## config.mk

```make
export PLATFORM = sky130hd
export DESIGN_NAME = rps_top
export DESIGN_NICKNAME = d
export VERILOG_FILES = /design/src/rps_pkg.sv /design/src/rps_top.sv
export SDC_FILE = /design/constraint.sdc
export NUM_CORES = 1
export LEC_CHECK = 0
export BUFFER_PORTS_ARGS = -buffer_cell sky130_fd_sc_hd__clkbuf_2
export CORE_MARGIN = 4
export CORE_UTILIZATION = 49
export CTS_BUF_LIST = sky130_fd_sc_hd__clkbuf_8
export DETAILED_ROUTE_END_ITERATION = 8
export GPL_ROUTABILITY_DRIVEN = 0
export GPL_TIMING_DRIVEN = 0
export PLACE_DENSITY = 0.83
export SYNTH_ARGS = -nofsm -noshare
export SYNTH_HDL_FRONTEND = slang
export SYNTH_SLANG_ARGS = --single-unit
```

## constraint.sdc

```tcl
create_clock -name clock -period 2.7 [get_ports clock]
set_input_delay 0.405 -clock clock [delete_from_list [all_inputs] [get_ports clock]]
set_output_delay 0.405 -clock clock [all_outputs]
set_load 0.05 [all_outputs]
```

## src/rps_pkg.sv

```systemverilog
package rps_pkg;
  // Clock and time base
  localparam int CLOCK_PERIOD_NS = 100;
  localparam int MS_NS = 1000000;
  localparam int MS_CYCLES_DEF = (MS_NS + CLOCK_PERIOD_NS - 1) / CLOCK_PERIOD_NS;
  // Protection figures
  localparam logic [2:0] OCP_CYCLE_LIMIT = 3'h5;
  localparam logic [10:0] OPP_LONG_MS = 11'h0c8;
  localparam logic [10:0] OPP_SHORT_MS = 11'h032;
  localparam logic [10:0] PG_LONG_MS = 11'h0be;
  localparam logic [10:0] PG_SHORT_MS = 11'h02d;
  localparam logic [10:0] RESTART_MS = 11'h3e8;
  // Capacitor swing codes
  localparam logic [9:0] OPP_SWING_THRESHOLD = 10'h200;
  localparam logic [9:0] SWING_MAX_150 = 10'h266;
  localparam logic [9:0] SWING_MAX_200 = 10'h333;
  // Resistor classification thresholds, units of 100 ohm
  localparam logic [11:0] BURST_T0 = 12'h0b9;
  localparam logic [11:0] BURST_T1 = 12'h07d;
  localparam logic [11:0] BURST_T2 = 12'h054;
  localparam logic [11:0] GEN_SHORT = 12'h064;
  localparam logic [11:0] GEN_T0 = 12'h1f4;
  localparam logic [11:0] GEN_T1 = 12'h242;
  localparam logic [11:0] GEN_T2 = 12'h29b;
  localparam logic [11:0] GEN_T3 = 12'h302;
  localparam logic [11:0] GEN_T4 = 12'h379;
  localparam logic [11:0] GEN_T5 = 12'h403;
  localparam logic [11:0] GEN_T6 = 12'h4a1;
  localparam logic [11:0] GEN_T7 = 12'h569;
  localparam logic [11:0] TRN_T0 = 12'h027;
  localparam logic [11:0] TRN_T1 = 12'h06d;
  localparam logic [11:0] TRN_T2 = 12'h0d2;
  localparam logic [11:0] TRN_T3 = 12'h172;
  localparam logic [11:0] TRN_T4 = 12'h285;
  localparam logic [11:0] TRN_T5 = 12'h51e;
  localparam logic [11:0] TRN_T6 = 12'hbb8;
  // Transition levels in half percent, indexed by level code
  localparam logic [7:0] LP_LEVEL [0:3] = '{8'h32, 8'h4b, 8'h64, 8'h7d};
  // Burst entry levels in half percent, index = transition code * 4 + burst code
  localparam logic [7:0] BURST_LEVEL [0:31] = '{
    8'h12, 8'h12, 8'h12, 8'h12, 8'h18, 8'h18, 8'h18, 8'h18,
    8'h12, 8'h12, 8'h12, 8'h14, 8'h18, 8'h18, 8'h18, 8'h1a,
    8'h12, 8'h14, 8'h16, 8'h18, 8'h18, 8'h1a, 8'h1e, 8'h22,
    8'h12, 8'h14, 8'h18, 8'h1c, 8'h18, 8'h1e, 8'h23, 8'h28};
  // Register map, byte addresses
  localparam logic [7:0] REG_CONTROL = 8'h00;
  localparam logic [7:0] REG_STATUS = 8'h04;
  localparam logic [7:0] REG_SETTINGS = 8'h08;
  localparam logic [7:0] REG_IRQ_STATUS = 8'h0c;
  localparam logic [7:0] REG_IRQ_MASK = 8'h10;
  localparam logic [7:0] REG_OPP_COUNT = 8'h14;
  localparam logic [4:0] IRQ_MASK_RESET = 5'h00;
  localparam logic [1:0] RESP_OKAY = 2'h0;
  localparam logic [1:0] RESP_SLVERR = 2'h2;
  // Interrupt bit positions
  localparam int IRQ_OCP_CYCLE = 0;
  localparam int IRQ_OCP_LATCH = 1;
  localparam int IRQ_OTP_LATCH = 2;
  localparam int IRQ_OPP_TRIP = 3;
  localparam int IRQ_SETTINGS = 4;
  // Controller states
  typedef enum logic [4:0] {
    ST_MEASURE = 5'h01,
    ST_RUN = 5'h02,
    ST_INHIBIT = 5'h04,
    ST_LATCHED = 5'h08,
    ST_RESTART = 5'h10
  } rps_state_type;
endpackage

```

## src/rps_top.sv

```systemverilog
// Design decisions made here: the register offsets and the AXI4-Lite interface to the registers.
`timescale 1ns/10ps
module rps_top #(
  parameter int MS_CYCLES = rps_pkg::MS_CYCLES_DEF
) (
  input wire logic clock,
  input wire logic sys_rst,
  input wire logic current_over,
  input wire logic over_temp,
  input wire logic mains_reconnect,
  input wire logic cycle_start,
  input wire logic ls_request,
  input wire logic hs_request,
  input wire logic [9:0] capacitor_swing,
  input wire logic measure_valid,
  input wire logic [11:0] burst_select_resistor,
  input wire logic [11:0] general_select_resistor,
  input wire logic [11:0] transition_select_resistor,
  output logic low_side_gate,
  output logic high_side_gate,
  output logic switching_enable,
  output logic boost_pull_low,
  output logic supply_hold,
  output logic power_good_warn,
  output logic [9:0] swing_clamped,
  output logic [1:0] burst_freq_sel,
  output logic [7:0] lp_level,
  output logic [7:0] burst_level,
  output logic irq,
  input wire logic [7:0] axi_awaddr,
  input wire logic axi_awvalid,
  output logic axi_awready,
  input wire logic [31:0] axi_wdata,
  input wire logic [3:0] axi_wstrb,
  input wire logic axi_wvalid,
  output logic axi_wready,
  output logic [1:0] axi_bresp,
  output logic axi_bvalid,
  input wire logic axi_bready,
  input wire logic [7:0] axi_araddr,
  input wire logic axi_arvalid,
  output logic axi_arready,
  output logic [31:0] axi_rdata,
  output logic [1:0] axi_rresp,
  output logic axi_rvalid,
  input wire logic axi_rready
);
  import rps_pkg::*;

  rps_state_type state;
  rps_state_type next_state;
  logic [1:0] oc_sync;
  logic [1:0] ot_sync;
  logic [1:0] mr_sync;
  logic oc_cut;
  logic cycle_oc;
  logic [2:0] oc_count;
  logic [15:0] ms_div;
  logic ms_tick;
  logic [10:0] opp_ms;
  logic [10:0] restart_ms;
  logic run_enable;
  logic [4:0] irq_status;
  logic [4:0] irq_mask;
  logic [3:0] gen_code;
  logic [2:0] trn_code;
  logic gen_short;
  logic ocp_latched;
  logic otp_latched;
  logic opp_latched;
  logic aw_held;
  logic w_held;
  logic [7:0] aw_addr;
  logic [31:0] w_data;
  logic [3:0] w_strb;

  // Synchronisers for pin-side levels
  always_ff @(posedge clock) begin
    oc_sync <= {oc_sync[0], current_over};
    ot_sync <= {ot_sync[0], over_temp};
    mr_sync <= {mr_sync[0], mains_reconnect};
  end
  wire oc_now = oc_sync[1];
  wire ot_now = ot_sync[1];
  wire mains_back = mr_sync[1];

  // Nearest-code classification of the measured resistors
  wire [1:0] next_burst = (burst_select_resistor >= BURST_T0) ? 2'h0 :
                          (burst_select_resistor >= BURST_T1) ? 2'h1 :
                          (burst_select_resistor >= BURST_T2) ? 2'h2 : 2'h3;
  wire [3:0] next_gen = (general_select_resistor < GEN_T0) ? 4'h0 :
                        (general_select_resistor < GEN_T1) ? 4'h1 :
                        (general_select_resistor < GEN_T2) ? 4'h2 :
                        (general_select_resistor < GEN_T3) ? 4'h3 :
                        (general_select_resistor < GEN_T4) ? 4'h4 :
                        (general_select_resistor < GEN_T5) ? 4'h5 :
                        (general_select_resistor < GEN_T6) ? 4'h6 :
                        (general_select_resistor < GEN_T7) ? 4'h7 : 4'h8;
  wire [2:0] next_trn = (transition_select_resistor < TRN_T0) ? 3'h0 :
                        (transition_select_resistor < TRN_T1) ? 3'h1 :
                        (transition_select_resistor < TRN_T2) ? 3'h2 :
                        (transition_select_resistor < TRN_T3) ? 3'h3 :
                        (transition_select_resistor < TRN_T4) ? 3'h4 :
                        (transition_select_resistor < TRN_T5) ? 3'h5 :
                        (transition_select_resistor < TRN_T6) ? 3'h6 : 3'h7;
  wire settings_take = (state == ST_MEASURE) && measure_valid;

  // Setting latch, taken once before switching
  always_ff @(posedge clock) begin
    if (sys_rst) begin
      burst_freq_sel <= 2'h0;
      gen_code <= 4'h0;
      trn_code <= 3'h0;
      gen_short <= 1'b1;
    end else if (settings_take) begin
      burst_freq_sel <= next_burst;
      gen_code <= next_gen;
      trn_code <= next_trn;
      gen_short <= (general_select_resistor < GEN_SHORT);
    end
  end

  // Decoded general settings
  wire timer_off = (gen_code == 4'h0);
  wire cap_200 = (gen_code == 4'h0) || (gen_code == 4'h1) || (gen_code == 4'h2) ||
                 (gen_code == 4'h5) || (gen_code == 4'h6);
  wire timer_long = gen_code[0];
  wire opp_latch_mode = (gen_code >= 4'h5);
  wire [10:0] opp_limit = timer_long ? OPP_LONG_MS : OPP_SHORT_MS;
  wire [10:0] pg_limit = timer_long ? PG_LONG_MS : PG_SHORT_MS;

  // Transition and burst entry levels
  always_ff @(posedge clock) begin
    if (sys_rst) begin
      lp_level <= 8'h00;
      burst_level <= 8'h00;
    end else begin
      lp_level <= LP_LEVEL[trn_code[2:1]];
      burst_level <= BURST_LEVEL[{trn_code, burst_freq_sel}];
    end
  end

  // Swing clamp at the capability maximum
  wire [9:0] swing_max = cap_200 ? SWING_MAX_200 : SWING_MAX_150;
  always_ff @(posedge clock) begin
    if (sys_rst) begin
      swing_clamped <= 10'h000;
    end else begin
      swing_clamped <= (capacitor_swing > swing_max) ? swing_max : capacitor_swing;
    end
  end

  // Millisecond enable divider
  always_ff @(posedge clock) begin
    if (sys_rst || ms_tick) begin
      ms_div <= 16'h0000;
    end else begin
      ms_div <= ms_div + 16'h0001;
    end
  end
  assign ms_tick = (ms_div == 16'(MS_CYCLES - 1));

  // Overpower counter
  wire running = (state == ST_RUN);
  wire opp_active = running && !timer_off && (capacitor_swing > OPP_SWING_THRESHOLD);
  wire opp_trip = opp_active && (opp_ms > opp_limit);
  always_ff @(posedge clock) begin
    if (sys_rst || !opp_active) begin
      opp_ms <= 11'h000;
    end else if (ms_tick && !opp_trip) begin
      opp_ms <= opp_ms + 11'h001;
    end
  end
  always_ff @(posedge clock) begin
    if (sys_rst) begin
      power_good_warn <= 1'b0;
    end else begin
      power_good_warn <= opp_active && (opp_ms >= pg_limit);
    end
  end

  // Cycle-by-cycle overcurrent cut and consecutive count
  wire oc_cycle_end = cycle_start && cycle_oc;
  wire ocp_trip = running && oc_cycle_end && (oc_count == OCP_CYCLE_LIMIT - 3'h1);
  always_ff @(posedge clock) begin
    if (sys_rst || !running) begin
      oc_cut <= 1'b0;
      cycle_oc <= 1'b0;
      oc_count <= 3'h0;
    end else if (cycle_start) begin
      oc_cut <= 1'b0;
      cycle_oc <= 1'b0;
      oc_count <= cycle_oc ? oc_count + 3'h1 : 3'h0;
    end else if (oc_now && (ls_request || hs_request)) begin
      oc_cut <= 1'b1;
      cycle_oc <= 1'b1;
    end
  end
  assign low_side_gate = running && ls_request && !oc_cut && !oc_now;
  assign high_side_gate = running && hs_request && !oc_cut && !oc_now;

  // Restart timer for timed overpower recovery
  always_ff @(posedge clock) begin
    if (sys_rst || state != ST_RESTART) begin
      restart_ms <= 11'h000;
    end else if (ms_tick) begin
      restart_ms <= restart_ms + 11'h001;
    end
  end

  // Protection state machine
  always_comb begin
    next_state = state;
    unique case (state)
      ST_MEASURE: begin
        if (settings_take) begin
          next_state = (general_select_resistor < GEN_SHORT) ? ST_INHIBIT : ST_RUN;
        end
      end
      ST_RUN: begin
        if (ot_now || ocp_trip) begin
          next_state = ST_LATCHED;
        end else if (opp_trip) begin
          next_state = opp_latch_mode ? ST_LATCHED : ST_RESTART;
        end
      end
      ST_INHIBIT: begin
        if (mains_back) begin
          next_state = ST_MEASURE;
        end
      end
      ST_LATCHED: begin
        if (mains_back) begin
          next_state = ST_MEASURE;
        end
      end
      ST_RESTART: begin
        if (mains_back) begin
          next_state = ST_MEASURE;
        end else if (restart_ms == RESTART_MS) begin
          next_state = ST_RUN;
        end
      end
      default: next_state = ST_MEASURE;
    endcase
  end
  always_ff @(posedge clock) begin
    if (sys_rst) begin
      state <= ST_MEASURE;
    end else begin
      state <= next_state;
    end
  end

  // Latch cause flags, cleared only by mains return
  always_ff @(posedge clock) begin
    if (sys_rst || mains_back) begin
      ocp_latched <= 1'b0;
      otp_latched <= 1'b0;
      opp_latched <= 1'b0;
    end else if (running) begin
      ocp_latched <= ocp_latched | (ocp_trip && !ot_now);
      otp_latched <= otp_latched | ot_now;
      opp_latched <= opp_latched | (opp_trip && opp_latch_mode && !ot_now && !ocp_trip);
    end
  end

  // Pin-side outputs
  assign switching_enable = running && run_enable;
  assign boost_pull_low = !running;
  assign supply_hold = (state == ST_LATCHED) || (state == ST_RESTART);

  // Register write channel
  wire aw_take = axi_awvalid && axi_awready;
  wire w_take = axi_wvalid && axi_wready;
  wire wr_go = aw_held && w_held && !axi_bvalid;
  wire wr_ctrl = wr_go && (aw_addr == REG_CONTROL);
  wire wr_mask = wr_go && (aw_addr == REG_IRQ_MASK);
  wire wr_ok = wr_ctrl || wr_mask || (aw_addr == REG_STATUS) || (aw_addr == REG_SETTINGS) ||
               (aw_addr == REG_IRQ_STATUS) || (aw_addr == REG_OPP_COUNT);
  assign axi_awready = !aw_held;
  assign axi_wready = !w_held;
  always_ff @(posedge clock) begin
    if (sys_rst) begin
      aw_held <= 1'b0;
      w_held <= 1'b0;
      aw_addr <= 8'h00;
      w_data <= 32'h0000_0000;
      w_strb <= 4'h0;
      axi_bvalid <= 1'b0;
      axi_bresp <= RESP_OKAY;
    end else begin
      if (aw_take) begin
        aw_held <= 1'b1;
        aw_addr <= {axi_awaddr[7:2], 2'h0};
      end
      if (w_take) begin
        w_held <= 1'b1;
        w_data <= axi_wdata;
        w_strb <= axi_wstrb;
      end
      if (wr_go) begin
        aw_held <= 1'b0;
        w_held <= 1'b0;
        axi_bvalid <= 1'b1;
        axi_bresp <= wr_ok ? RESP_OKAY : RESP_SLVERR;
      end else if (axi_bready) begin
        axi_bvalid <= 1'b0;
      end
    end
  end

  // Writable control and mask
  always_ff @(posedge clock) begin
    if (sys_rst) begin
      run_enable <= 1'b0;
      irq_mask <= IRQ_MASK_RESET;
    end else begin
      if (wr_ctrl && w_strb[0]) begin
        run_enable <= w_data[0];
      end
      if (wr_mask && w_strb[0]) begin
        irq_mask <= w_data[4:0];
      end
    end
  end

  // Register read channel
  wire ar_take = axi_arvalid && axi_arready;
  wire [7:0] ar_addr = {axi_araddr[7:2], 2'h0};
  wire rd_irq = ar_take && (ar_addr == REG_IRQ_STATUS);
  wire [31:0] rd_word =
    (ar_addr == REG_CONTROL) ? {31'h0, run_enable} :
    (ar_addr == REG_STATUS) ? {24'h0, opp_latched, otp_latched, ocp_latched, state} :
    (ar_addr == REG_SETTINGS) ? {20'h0, gen_short, trn_code, gen_code, burst_freq_sel, 2'h0} :
    (ar_addr == REG_IRQ_STATUS) ? {27'h0, irq_status} :
    (ar_addr == REG_IRQ_MASK) ? {27'h0, irq_mask} :
    (ar_addr == REG_OPP_COUNT) ? {21'h0, opp_ms} : 32'h0000_0000;
  wire rd_ok = (ar_addr <= REG_OPP_COUNT);
  assign axi_arready = !axi_rvalid;
  always_ff @(posedge clock) begin
    if (sys_rst) begin
      axi_rvalid <= 1'b0;
      axi_rdata <= 32'h0000_0000;
      axi_rresp <= RESP_OKAY;
    end else if (ar_take) begin
      axi_rvalid <= 1'b1;
      axi_rdata <= rd_word;
      axi_rresp <= rd_ok ? RESP_OKAY : RESP_SLVERR;
    end else if (axi_rready) begin
      axi_rvalid <= 1'b0;
    end
  end

  // Sticky interrupt status, set wins over read clear
  wire [4:0] irq_event;
  assign irq_event[IRQ_OCP_CYCLE] = running && oc_now && !oc_cut && (ls_request || hs_request);
  assign irq_event[IRQ_OCP_LATCH] = ocp_trip;
  assign irq_event[IRQ_OTP_LATCH] = running && ot_now;
  assign irq_event[IRQ_OPP_TRIP] = opp_trip;
  assign irq_event[IRQ_SETTINGS] = settings_take;
  always_ff @(posedge clock) begin
    if (sys_rst) begin
      irq_status <= 5'h00;
    end else begin
      irq_status <= (irq_status & {5{!rd_irq}}) | irq_event;
    end
  end
  assign irq = |(irq_status & irq_mask);
endmodule // rps_top

```

==> run metrics <==
status complete, no violations; post-route DRC violation count 0; clock skew 9.00 ps; Final Cycle Share 0.948; Post-Synthesis Cell Area around 0.0067 sq mm; Min-Delay Endpoint oc_sync[0]$_DFF_P_; Slowest-stage cell, CP clkbuf_2; die area ~0.016 sq mm; most frequent cell after synthesis dfxtp_1; Yosys cell types 78; DRT iter0 DRCs 489; EDFF count, synth 0; min-delay src current_over; CTS Hold Bufs 0; final hold vios 0; Async SR Flop Fraction 0; overall power 4.90 mW; HP Class input port to flop; number of core rows 42; RR Endpoint opp_ms[5]$_SDFFE_PP0P_; setup slack, reg-to-reg 200 ps; nets approximately 1,100; crit-path cells clkbuf_2 -> nor3_4 -> and2_4 -> inv_2 -> nor4b_1 -> clkbuf_2; CTS tree yes; register area 0.00260 sq mm; highest fanout seen on the critical path 8; Slew @ Worst Pin 698 ps; drt wl/cell 14.8 microns; port bufs 126; XOR/XNOR share of the synthesized area 0.0405; register area share after synthesis 0.389; Mapped Cells a little under 800; pwr dens 603 mW/mm^2; clock buffer depth 2; via count 6,334; clock sink count 130; WP data arrival 2150 ps; placed cell areas ~0.0076 sq mm; Lkg Pwr between 3 and 4 nW; Final Critical Period 2560 ps; Max Cap Viol 0; fin util 0.611; antenna violations before repair 0; mux contribution to synthesized area 0.0334; CP endpoint kind primary output; Clk Latency, worst-skew pair 450 ps; total iterations of the first detailed-routing run 7; fmax between 300 and 400 MHz; post-route cell area a little over 0.008 sq mm; top-area cell type share of the netlist area 0.389; ANT cells 0; CTS Root Cell clkbuf_8; top_reg_cell synth dfxtp_1; layout cells sized above 1 0.226; vias in the first global route 5,830; clock-pin slew on the worst setup and hold paths 70 ps; via density per instance between 5 and 6; Area Overhead vs Synth 21.4%; Most Frequent Cell on Critical Path clkbuf_2; cell taking the most area after synthesis dfxtp_1; CTS buffer count 17; WP buf/inv 3; synthesized-area fraction occupied by adder cells 0.0542; post-route ant nets 0; worst setup path class flop to primary output; warnings from Yosys 0; Rel. slew slack 0.535; final slew viol count 0; starting density of the core 0.504; Peak VDD IR 276 uV; first-pass GRT wire length 27.9 mm; Worst Path Required 2300 ps; Worst Hold Path Cells 1; synth cell count leaders dfxtp_1, nor2_1, nand2_1, a21oi_1, inv_1; CP Launch Type flop; footprint of the multi-input gates 0.00375 sq mm; HPWL after DPL 12.8 mm; number of filler instances in the final layout around 1,100; Crit path largest cell delay 320 ps; boundary pin count 188; syn avg cell area 8.51 sq um; Synth Area in Compound Gates 0.173; FF+latch count, synth 130; main combinational cell family by area after synthesis simple AND/OR/NAND/NOR gates; Post-Synth Simple-Gate Area 0.243; Total Routing Usage GR 0.216; Reg2Reg Launch Point gen_code[0]$_SDFFE_PP0P_; FF-to-FF path depth 8; core area 0.0133 sq mm; CP delay by family, top simple AND/OR/NAND/NOR gates; WL final approximately 17 mm; H-tree levels 4; Final Setup Violations 0; top cells by area, synth dfxtp_1, nor2_1, ha_1; Die Wd 125 microns; Die Y 125 microns; GR Overflow Total 0; largest net degree at the start of global routing 17; RSZ-0062 raised after global routing no
report_power, final:
part / switching [mW] / internal, mW
clock: 0.782 / 1.08
sequential: 0.0726 / 2.01
combinational: 0.648 / 0.302
flip-flops by register name (all words and copies together), names as in the netlist, 4 cells and up:
name and flops:
axi_rdata 12, aw_addr 6, burst_level 6, w_data 5
opp_ms 11, restart_ms 11, ms_div 16, lp_level 6
irq_mask 5, state 5, gen_code 4, swing_clamped 10
irq_status 5
stage by stage:
| stage | setup slack, ps | setup TNS, ps | hold slack (ps) | cells |
|---|---|---|---|---|
| after floorplan | -445 | -891 | 310 | 811 |
| after global placement | -295 | -1780 | 311 | 1113 |
| after detailed placement | -401 | -2540 | 314 | 1113 |
| after CTS | 18.0 | 0 | 32.4 | 1145 |
| after global routing | 10.4 | 0 | 33.1 | 1148 |
| final | 141 | 0 | 57.2 | 1148 |
how the worst max path moves through the flow:
stage | from | cells past startpoint | endpoint
2_1_floorplan | state[4]$_SDFFE_PP0P_ | 5 | high_side_gate
3_3_place_gp | gen_code[0]$_SDFFE_PP0P_ | 10 | swing_clamped[2]$_SDFF_PP0_
3_5_place_dp | gen_code[0]$_SDFFE_PP0P_ | 10 | swing_clamped[6]$_SDFF_PP0_
4_1_cts | state[4]$_SDFFE_PP0P_ | 6 | high_side_gate
5_1_grt | state[4]$_SDFFE_PP0P_ | 6 | low_side_gate
6_report | state[4]$_SDFFE_PP0P_ | 6 | low_side_gate
cells by family (layout without fill, tap and decap cells):
logic type | Yosys count | count (layout)
AND/OR/NAND/NOR | 320 | 320
flip-flops | 130 | 130
buffers and inverters | 92 | 253
adder cells (fa/ha/maj) | 29 | 29
AO/OA/AOI/OAI | 163 | 163
other | 1 | 25
multiplexers | 21 | 21
XOR/XNOR | 31 | 31
timing repair:
item | in CTS | in global routing
gates resized for setup | 2 | 5
endpoints found under the hold margin | 0 | 0
setup endpoints to repair | 8 | 16
gates cloned | 0 | 0
buffers inserted | 0 | 3
pin swaps | 0 | 1
cell type report:
type                       count  share of cell area
timing repair buffer         129              0.0807
inverter                      41              0.0189
buffer                        51              0.0360
multi-input combinational    589               0.461
tap                          176              0.0271
clock inverter                12              0.0219
clock buffer                  20              0.0339
sequential                   130               0.320
cells in the final DEF, fill, tap and decap left out, types with 14 or more instances in the layout:
master and n:
a21oi_1 42, buf_4 30, clkbuf_1 21, clkbuf_2 126, clkbuf_8 20, conb_1 25, dfxtp_1 129, ha_1 29
inv_1 40, mux2i_1 19, nand2_1 55, nand3_1 29, nand4_1 14, nor2_1 114, nor3_1 28, o21ai_0 30
xnor2_1 18
per-layer routing:
layer | global-route usage | routed length [microns]
met5 | 0 | 0
met4 | 0.0804 | 361
met3 | 0.0523 | 1480
met2 | 0.352 | 7800
met1 | 0.279 | 7400
No activity file was read; power rests on OpenSTA's default activity.
